`src/include/art_pkg.sv`:
```
// Package for the auto-reload PWM timer: register map, fields and carriers
package art_pkg;
	localparam int        NUM_PWM     = 4;
	localparam int        NUM_CAP     = 2;
	localparam int        PRESC_BITS  = 7;
	// Register indices as printed; byte address is four times the index
	localparam logic [7:0] IDX_DUTY3   = 8'h73;
	localparam logic [7:0] IDX_DUTY2   = 8'h74;
	localparam logic [7:0] IDX_DUTY1   = 8'h75;
	localparam logic [7:0] IDX_DUTY0   = 8'h76;
	localparam logic [7:0] IDX_PWM_OUTPUT_CONTROL   = 8'h77;
	localparam logic [7:0] IDX_TCS     = 8'h78;
	localparam logic [7:0] IDX_CAR     = 8'h79;
	localparam logic [7:0] IDX_ARR     = 8'h7a;
	localparam logic [7:0] IDX_CCS     = 8'h7b;
	localparam logic [7:0] IDX_CAP1    = 8'h7c;
	localparam logic [7:0] IDX_CAP2    = 8'h7d;
	localparam logic [7:0] RESET_BYTE  = 8'h00;
	localparam logic [7:0] COUNT_TOP   = 8'hff;
	// Field positions in timer_control_status
	localparam int         TCS_CLK_SRC = 7;
	localparam int         TCS_DIV_HI  = 6;
	localparam int         TCS_DIV_LO  = 4;
	localparam int         TCS_RUN     = 3;
	localparam int         TCS_FRELOAD = 2;
	localparam int         TCS_OVF_IE  = 1;
	localparam int         TCS_OVF     = 0;
	// Field positions in capture_control_status, then the PWM output enable field
	localparam int         CCS_SENS_LO = 4;
	localparam int         CCS_IE_LO   = 2;
	localparam int         CCS_FLAG_LO = 0;
	localparam int         PWM_OE_LO   = 4;

	typedef struct packed {
		logic       clock_source_select;
		logic [2:0] counter_divider;
		logic       counter_run;
		logic       overflow_irq_enable;
	} art_ctrl_s;

	typedef struct packed {
		logic [NUM_CAP-1:0] sens;
		logic [NUM_CAP-1:0] capture_irq_enable;
	} art_cap_cfg_s;
endpackage

```
`src/logic/art_timer.sv`:
```
// 8-bit auto-reload PWM timer with captures, reached over APB
`timescale 1ns/1ps
module art_timer #(
	parameter int NUM_PWM = art_pkg::NUM_PWM,
	parameter int NUM_CAP = art_pkg::NUM_CAP
) (
	input  wire logic               ref_clk_in,
	input  wire logic               rst_n_in,
	input  wire logic               psel_in,
	input  wire logic               penable_in,
	input  wire logic               pwrite_in,
	input  wire logic [11:0]        paddr_in,
	input  wire logic [31:0]        pwdata_in,
	input  wire logic [3:0]         pstrb_in,
	output logic      [31:0]        prdata_out,
	output logic                    pready_out,
	output logic                    pslverr_out,
	input  wire logic               halted_in,
	input  wire logic               ext_clock_in,
	input  wire logic [NUM_CAP-1:0] capture_input_n_in,
	output logic      [NUM_PWM-1:0] pulse_output_n_out,
	output logic      [NUM_PWM-1:0] pulse_output_n_oe_out,
	output logic                    overflow_irq_out,
	output logic      [NUM_CAP-1:0] capture_irq_out,
	output logic                    wake_out
);
	art_pkg::art_ctrl_s    ctrl;
	art_pkg::art_cap_cfg_s cap_cfg;
	logic [7:0]             count;
	logic [7:0]             reload;
	logic [NUM_PWM-1:0]     out_en;
	logic [NUM_PWM-1:0]     polarity;
	logic [7:0]             duty      [NUM_PWM];
	logic [7:0]             compare   [NUM_PWM];
	logic [7:0]             cap_val   [NUM_CAP];
	logic [NUM_CAP-1:0]     cap_flag;
	logic                   ovf_flag;
	logic [art_pkg::PRESC_BITS-1:0] presc;
	logic [1:0]             ext_sync;
	logic                   ext_prev;
	logic [1:0]             cap_sync  [NUM_CAP];
	logic [NUM_CAP-1:0]     cap_prev;

	// APB access: one wait-free cycle, taken in the access phase
	logic       acc;
	logic       wr;
	logic       rd;
	logic [9:0] idx;
	logic [7:0] wbyte;
	assign acc   = psel_in && penable_in;
	assign wr    = acc && pwrite_in && pstrb_in[0];
	assign rd    = acc && !pwrite_in;
	assign idx   = paddr_in[11:2];
	assign wbyte = pwdata_in[7:0];

	function automatic logic hit(input logic [9:0] a, input logic [7:0] r);
		return a == {2'b00, r};
	endfunction

	function automatic logic known(input logic [9:0] a);
		return a >= {2'b00, art_pkg::IDX_DUTY3} && a <= {2'b00, art_pkg::IDX_CAP2};
	endfunction

	// sync external clock and capture pins
	always_ff @(posedge ref_clk_in or negedge rst_n_in) begin
		if (!rst_n_in) begin
			ext_sync <= 2'b00;
		end else begin
			ext_sync <= {ext_sync[0], ext_clock_in};
		end
	end

	// Edge history reads only the second stage, never the metastable first one
	always_ff @(posedge ref_clk_in or negedge rst_n_in) begin
		if (!rst_n_in) begin
			ext_prev <= 1'b0;
		end else begin
			ext_prev <= ext_sync[1];
		end
	end

	logic [NUM_CAP-1:0] cap_edge;
	genvar g;
	generate
		for (g = 0; g < NUM_CAP; g++) begin : g_cap
			always_ff @(posedge ref_clk_in or negedge rst_n_in) begin
				if (!rst_n_in) begin
					cap_sync[g] <= 2'b00;
				end else begin
					cap_sync[g] <= {cap_sync[g][0], capture_input_n_in[g]};
				end
			end

			// Previous level for edge detection
			always_ff @(posedge ref_clk_in or negedge rst_n_in) begin
				if (!rst_n_in) begin
					cap_prev[g] <= 1'b0;
				end else begin
					cap_prev[g] <= cap_sync[g][1];
				end
			end
			assign cap_edge[g] = cap_cfg.sens[g] ? (cap_sync[g][1] && !cap_prev[g])
				: (!cap_sync[g][1] && cap_prev[g]);
		end
	endgenerate

	// clock source: CPU clock ticks every cycle, external on rising edge
	logic in_tick;
	assign in_tick = ctrl.clock_source_select ? (ext_sync[1] && !ext_prev) : 1'b1;

	// tap of prescaler: all lower bits set at next input tick
	logic [art_pkg::PRESC_BITS-1:0] tap_mask;
	logic                           cnt_tick;
	assign tap_mask = art_pkg::PRESC_BITS'((8'h01 << ctrl.counter_divider) - 8'h01);
	assign cnt_tick = ctrl.counter_run && in_tick && ((presc & tap_mask) == tap_mask);

	logic force_rl;
	logic car_wr;
	logic ovf_evt;
	assign force_rl = wr && hit(idx, art_pkg::IDX_TCS) && wbyte[art_pkg::TCS_FRELOAD];
	assign car_wr   = wr && hit(idx, art_pkg::IDX_CAR);
	// overflow on the tick that wraps FFh
	assign ovf_evt  = cnt_tick && count == art_pkg::COUNT_TOP && !car_wr && !force_rl;

	always_ff @(posedge ref_clk_in or negedge rst_n_in) begin
		if (!rst_n_in) begin
			presc <= '0;
		end else if (force_rl || car_wr) begin
			// force reload or counter write clears prescaler
			presc <= '0;
		end else if (ctrl.counter_run && in_tick) begin
			presc <= presc + 1'b1;
		end
	end

	always_ff @(posedge ref_clk_in or negedge rst_n_in) begin
		if (!rst_n_in) begin
			count <= art_pkg::RESET_BYTE;
		end else if (car_wr) begin
			count <= wbyte;
		end else if (force_rl) begin
			count <= reload;
		end else if (ovf_evt) begin
			count <= reload;
		end else if (cnt_tick) begin
			count <= count + 8'h01;
		end
	end

	// Control registers, one process per register
	always_ff @(posedge ref_clk_in or negedge rst_n_in) begin
		if (!rst_n_in) begin
			ctrl <= '0;
		end else if (wr && hit(idx, art_pkg::IDX_TCS)) begin
			ctrl.clock_source_select <= wbyte[art_pkg::TCS_CLK_SRC];
			ctrl.counter_divider     <= wbyte[art_pkg::TCS_DIV_HI:art_pkg::TCS_DIV_LO];
			ctrl.counter_run         <= wbyte[art_pkg::TCS_RUN];
			ctrl.overflow_irq_enable <= wbyte[art_pkg::TCS_OVF_IE];
		end
	end

	always_ff @(posedge ref_clk_in or negedge rst_n_in) begin
		if (!rst_n_in) begin
			reload <= art_pkg::RESET_BYTE;
		end else if (wr && hit(idx, art_pkg::IDX_ARR)) begin
			reload <= wbyte;
		end
	end

	always_ff @(posedge ref_clk_in or negedge rst_n_in) begin
		if (!rst_n_in) begin
			out_en   <= '0;
			polarity <= '0;
		end else if (wr && hit(idx, art_pkg::IDX_PWM_OUTPUT_CONTROL)) begin
			out_en   <= wbyte[art_pkg::PWM_OE_LO +: NUM_PWM];
			polarity <= wbyte[NUM_PWM-1:0];
		end
	end

	always_ff @(posedge ref_clk_in or negedge rst_n_in) begin
		if (!rst_n_in) begin
			cap_cfg <= '0;
		end else if (wr && hit(idx, art_pkg::IDX_CCS)) begin
			cap_cfg.sens               <= wbyte[art_pkg::CCS_SENS_LO +: NUM_CAP];
			cap_cfg.capture_irq_enable <= wbyte[art_pkg::CCS_IE_LO +: NUM_CAP];
		end
	end

	// overflow flag, set wins over the read clear
	always_ff @(posedge ref_clk_in or negedge rst_n_in) begin
		if (!rst_n_in) begin
			ovf_flag <= 1'b0;
		end else if (ovf_evt) begin
			ovf_flag <= 1'b1;
		end else if (rd && hit(idx, art_pkg::IDX_TCS)) begin
			ovf_flag <= 1'b0;
		end
	end

	generate
		for (g = 0; g < NUM_PWM; g++) begin : g_pwm
			logic [7:0] duty_idx;
			assign duty_idx = art_pkg::IDX_DUTY0 - 8'(g);
			always_ff @(posedge ref_clk_in or negedge rst_n_in) begin
				if (!rst_n_in) begin
					duty[g] <= art_pkg::RESET_BYTE;
				end else if (wr && hit(idx, duty_idx)) begin
					duty[g] <= wbyte;
				end
			end
			// shadow reload at overflow keeps duty changes glitch free
			always_ff @(posedge ref_clk_in or negedge rst_n_in) begin
				if (!rst_n_in) begin
					compare[g] <= art_pkg::RESET_BYTE;
				end else if (ovf_evt) begin
					compare[g] <= duty[g];
				end
			end
			// level from compare, polarity applied combinationally into the flop
			always_ff @(posedge ref_clk_in or negedge rst_n_in) begin
				if (!rst_n_in) begin
					pulse_output_n_out[g] <= 1'b0;
				end else begin
					pulse_output_n_out[g] <= (count <= compare[g]) ^ polarity[g];
				end
			end
			always_ff @(posedge ref_clk_in or negedge rst_n_in) begin
				if (!rst_n_in) begin
					pulse_output_n_oe_out[g] <= 1'b0;
				end else begin
					pulse_output_n_oe_out[g] <= out_en[g];
				end
			end
		end

		for (g = 0; g < NUM_CAP; g++) begin : g_capreg
			logic [7:0] cap_idx;
			assign cap_idx = art_pkg::IDX_CAP1 + 8'(g);
			always_ff @(posedge ref_clk_in or negedge rst_n_in) begin
				if (!rst_n_in) begin
					cap_val[g] <= art_pkg::RESET_BYTE;
				end else if (cap_edge[g] && !cap_flag[g]) begin
					cap_val[g] <= count;
				end
			end
			always_ff @(posedge ref_clk_in or negedge rst_n_in) begin
				if (!rst_n_in) begin
					cap_flag[g] <= 1'b0;
				end else if (cap_edge[g] && !cap_flag[g]) begin
					cap_flag[g] <= 1'b1;
				end else if (rd && hit(idx, cap_idx)) begin
					cap_flag[g] <= 1'b0;
				end
			end
		end
	endgenerate

	always_ff @(posedge ref_clk_in or negedge rst_n_in) begin
		if (!rst_n_in) begin
			overflow_irq_out <= 1'b0;
		end else begin
			overflow_irq_out <= ovf_flag && ctrl.overflow_irq_enable;
		end
	end

	// capture requests stay pending while the flag is set
	always_ff @(posedge ref_clk_in or negedge rst_n_in) begin
		if (!rst_n_in) begin
			capture_irq_out <= '0;
		end else begin
			capture_irq_out <= cap_flag & cap_cfg.capture_irq_enable;
		end
	end

	// wake on any enabled edge, even one blocked by a set flag
	always_ff @(posedge ref_clk_in or negedge rst_n_in) begin
		if (!rst_n_in) begin
			wake_out <= 1'b0;
		end else begin
			wake_out <= halted_in && |(cap_edge & cap_cfg.capture_irq_enable);
		end
	end

	// Read mux
	logic [7:0] rbyte;
	always_comb begin
		rbyte = art_pkg::RESET_BYTE;
		if (hit(idx, art_pkg::IDX_TCS)) begin
			rbyte = {ctrl.clock_source_select, ctrl.counter_divider, ctrl.counter_run,
				1'b0, ctrl.overflow_irq_enable, ovf_flag};
		end else if (hit(idx, art_pkg::IDX_CAR)) begin
			rbyte = count;
		end else if (hit(idx, art_pkg::IDX_ARR)) begin
			rbyte = reload;
		end else if (hit(idx, art_pkg::IDX_PWM_OUTPUT_CONTROL)) begin
			rbyte = {out_en, polarity};
		end else if (hit(idx, art_pkg::IDX_CCS)) begin
			rbyte = {2'b00, cap_cfg.sens, cap_cfg.capture_irq_enable, cap_flag};
		end else if (hit(idx, art_pkg::IDX_CAP1)) begin
			rbyte = cap_val[0];
		end else if (hit(idx, art_pkg::IDX_CAP2)) begin
			rbyte = cap_val[1];
		end else if (hit(idx, art_pkg::IDX_DUTY0)) begin
			rbyte = duty[0];
		end else if (hit(idx, art_pkg::IDX_DUTY1)) begin
			rbyte = duty[1];
		end else if (hit(idx, art_pkg::IDX_DUTY2)) begin
			rbyte = duty[2];
		end else if (hit(idx, art_pkg::IDX_DUTY3)) begin
			rbyte = duty[3];
		end
	end

	// Answer registered; pready is high in the first access cycle
	always_ff @(posedge ref_clk_in or negedge rst_n_in) begin
		if (!rst_n_in) begin
			pready_out <= 1'b0;
		end else begin
			pready_out <= psel_in && !penable_in;
		end
	end

	always_ff @(posedge ref_clk_in or negedge rst_n_in) begin
		if (!rst_n_in) begin
			pslverr_out <= 1'b0;
		end else begin
			pslverr_out <= psel_in && !penable_in && !known(paddr_in[11:2]);
		end
	end

	// Read data sampled from the setup address so it stands in the access cycle
	always_ff @(posedge ref_clk_in or negedge rst_n_in) begin
		if (!rst_n_in) begin
			prdata_out <= '0;
		end else begin
			prdata_out <= {24'h000000, rbyte};
		end
	end
endmodule

```
`config.mk`:
```
export PLATFORM = sky130hd
export DESIGN_NAME = art_timer
export DESIGN_NICKNAME = d
export VERILOG_FILES = /design/src/include/art_pkg.sv /design/src/logic/art_timer.sv
export SDC_FILE = /design/constraint.sdc
export NUM_CORES = 1
export LEC_CHECK = 0
export ABC_AREA = 0
export BUFFER_PORTS_ARGS = -buffer_cell sky130_fd_sc_hd__buf_4
export CAP_MARGIN = 10
export CORE_UTILIZATION = 35
export CTS_BUF_LIST = sky130_fd_sc_hd__clkbuf_16
export DETAILED_ROUTE_END_ITERATION = 7
export GPL_ROUTABILITY_DRIVEN = 0
export PLACE_DENSITY_LB_ADDON = 0.15
export SLEW_MARGIN = 5
export SYNTH_ARGS = -nofsm -noshare
export SYNTH_HDL_FRONTEND = slang
export SYNTH_SLANG_ARGS = --single-unit
```
`constraint.sdc`:
```
create_clock -name ref_clk_in -period 4.1 [get_ports ref_clk_in]
set_clock_uncertainty 0.05 [all_clocks]
set_input_delay 0.205 -clock ref_clk_in [delete_from_list [all_inputs] [get_ports ref_clk_in]]
set_output_delay 0.205 -clock ref_clk_in [all_outputs]
set_load 0.01 [all_outputs]
```
==> results_dict.tcl <==
set metrics [dict create \
    die_h_um 154 \
    dp.cells 1121 \
    clock-root-buffer "clkbuf_16" \
    synth_warnings 0 \
    p_leak_nw 4.60 \
    crit_arrival_ns 3.27 \
    htreeDepth 4 \
    critPathMaxStageDelay_ns 0.57 \
    setup_tns_ns 0 \
    end_kind "register" \
    ios 103 \
    cts_sinks 155 \
    cp-start-kind "input pin" \
    synth-seq-area-share_pct 47.9 \
    grtUsageMet1_pct 29.8 \
    regArea_um2 3880 \
    nNetsFinal 953 \
    globalRouteTotalUtil_pct 21.2 \
    drive_above_1_share_pct 19.7 \
    path_max_fanout 50 \
    antenna_found_initial 2 \
    holdPathStages 2 \
    rsz0062_at_grt "false" \
    maxCapViolCount 0 \
    clk_latency_ns 0.44 \
    crit_type "input pin to register" \
    worstSetupPathDepth 8 \
    synth_cell_types 58 \
    drc 0 \
    grt-busiest-layer "met2" \
    start_util_pct 35.8 \
    overflow 0 \
    num_rows 55 \
    finalSetupViolations 0 \
    slew_viol_final 0 \
    vdd_ir_drop_max_uv 182 \
    min_path_type "input pin to register" \
    cp_top_family "simple AND/OR/NAND/NOR gates" \
    worstPathRequired_ns 4.37 \
    syn-cell-area_um2 8100 \
    final_util_pct 41.3 \
    n_antenna_cell 0 \
    drtIter0Drc 463 \
    ys_ff_latch 155 \
    dieArea_um2 23800 \
    cp_slowest_cell "and4b_2" \
    fin_cells 1160 \
    max_freq_ghz 0.333 \
    cts_hold_buf 7 \
    via_per_inst 5.36 \
    grt_max_degree 97 \
    ff2ff_path_depth 6 \
    antenna_left 0 \
    die_x_um 154 \
    port_buffers 49 \
    fin_hold_ws_ns 0.00933 \
    cts_resized 0 \
    post_drt_wl_per_cell_um 20.6 \
    gr-usage-met2_pct 32.6 \
    synthArstFlopShare_pct 100 \
    crit_chain "dlygate4sd3_1 > buf_4 > nand4_2 > nor3_4 > and3b_1 > and4b_2 > or3_1 > a31o_1" \
    first_global_vias 6146 \
    hpwlAfterDp_mm 16.2 \
    grt_use_met3_pct 3.66 \
    nFillCells 2229 \
    post_cts_buffers 0 \
    cts_buffers 17 \
    power_density_nw_per_um2 360 \
    wl_mm 23.8 \
    cts_tree "yes" \
    tightest_slew_ns 0.955 \
    area.growth.synth_to_final_pct 15.5 \
    first_pass_iters 5 \
    outcome "completed" \
    synth_top_flop_cell "dfrtp_1" \
    hold_violations 0 \
    slew_headroom_pct 36.2 \
    synth-edff-count 0 \
    crit_buf_inv 2 \
    period_minus_slack_ns 3.00 \
    netlist_instances 811 \
    finalCritPeriodShare_pct 73.2 \
    num_vias 6220 \
    multi_input_area_um2 3850 \
    avgSynthCellArea_um2 9.99 \
    grt_pass1_wl_mm 37.3 \
    design.core.area_um2 22600 \
    cts.clk_slew.worst_paths_ns 0.06 \
    clock_path_buffers 2 \
]
state kept, by name (all words and copies together), names as in the netlist, 4 cells and up:
| name | flops |
|---|---|
| pulse_output_n_out | 4 |
| cap_val | 16 |
| polarity | 4 |
| compare | 32 |
| ctrl | 6 |
| reload | 8 |
| out_en | 4 |
| cap_sync | 4 |
| prdata_out | 8 |
| pulse_output_n_oe_out | 4 |
| count | 8 |
| cap_cfg | 4 |
| presc | 7 |
| duty | 32 |
worst paths after layout:
check / startpoint / to / slack (ns)
worst max register to register: count[2] / count[5] / 1.17
min in group asynchronous: rst_n_in / compare[19] / 0.38
max in group asynchronous: rst_n_in / cap_val[14] / 2.75
worst max-delay path: pwrite_in / count[5] / 1.10
worst min-delay path: psel_in / pready_out / 0.009
worst min register to register: cap_sync[0] / cap_sync[1] / 0.30
stage by stage:
step | cell area (um^2) | power (mW) | setup slack [ns]
final | 9360 | 3.37 | 1.10
after global routing | 9360 | 3.49 | 0.898
after CTS | 9360 | 3.40 | 1.11
after detailed placement | 8700 | 1.79 | 1.11
after global placement | 8700 | 1.79 | 1.15
after floorplan | 8190 | 1.69 | 2.13
Yosys cell counts, types with 3 or more instances:
cell	count	area, um^2
nand3_1	20	100
a31oi_1	7	43.8
clkbuf_1	25	93.8
a211oi_1	3	22.5
a22oi_1	7	52.6
xor2_1	5	43.8
buf_1	3	11.3
nor2_1	55	206
inv_1	37	139
nand4_1	6	37.5
dfrtp_1	155	3880
o21a_1	9	67.6
a21oi_1	37	185
nand2_1	87	327
nor3_1	15	75.1
a21o_1	11	82.6
a221oi_1	7	61.3
a21boi_0	3	22.5
nor2b_1	14	87.6
buf_2	7	35.0
o22ai_1	11	68.8
nand2b_1	7	43.8
buf_4	24	180
mux2i_1	5	50.1
o211ai_1	7	52.6
ha_1	34	425
o21ai_0	65	325
xnor2_1	11	96.3
and3_1	16	100
a22o_1	5	43.8
and2_1	6	37.5
mux2_2	72	811
worst reg2reg max path, cell delays in order (launching register included):
cell	delay [ns]
dfrtp_1	0.75
nand3_1	0.21
nor2_1	0.20
and3_1	0.22
and4b_2	0.85
o21ai_0	0.28
a31o_1	0.27
placed cells by master, fill, tap and decap left out, types with 9 or more instances in the layout:
cell type | netlist | layout
conb_1 | 1 | 24
nand2_1 | 87 | 87
dfrtp_1 | 155 | 155
a21oi_1 | 37 | 37
nor3_1 | 15 | 15
nor2_1 | 55 | 55
a21o_1 | 11 | 11
o22ai_1 | 11 | 11
nor2b_1 | 14 | 14
nand3_1 | 20 | 20
o21ai_0 | 65 | 65
xnor2_1 | 11 | 11
and3_1 | 16 | 16
clkbuf_16 | 0 | 17
inv_1 | 37 | 37
mux2_2 | 72 | 72
ha_1 | 34 | 34
buf_4 | 24 | 59
o21a_1 | 9 | 9
where the power goes:
group          switching, mW  internal (mW)
registers            0.00827           1.54
clock network          0.703          0.908
logic                  0.151         0.0625
cells by family after synthesis:
group	after synthesis	synth area share (%)
muxes	77	10.6
and+or+nand+nor	244	14.4
DFF	155	47.9
AOI/OAI and AO/OA	188	14.4
adders and majority gates	34	5.25
buffers and inverters	96	5.67
xor gates and xnor gates	16	1.73
other	1	0.0463
routing by layer:
metal,part of all wire [%],up-vias
li1,-,2917
met1,46,3071
met2,46,201
met3,5.1,31
met4,2.4,0
met5,0,-
layout make-up:
type                            count  share of cell area [%]
Clock buffer                       17                    4.55
Clock inverter                     15                    1.72
Inverter                           37                    1.48
Multi-Input combinational cell    583                    41.2
Sequential cell                   155                    41.4
Tap cell                          285                    3.81
Timing Repair Buffer               68                    5.82
(Power assumes the default switching activity.)
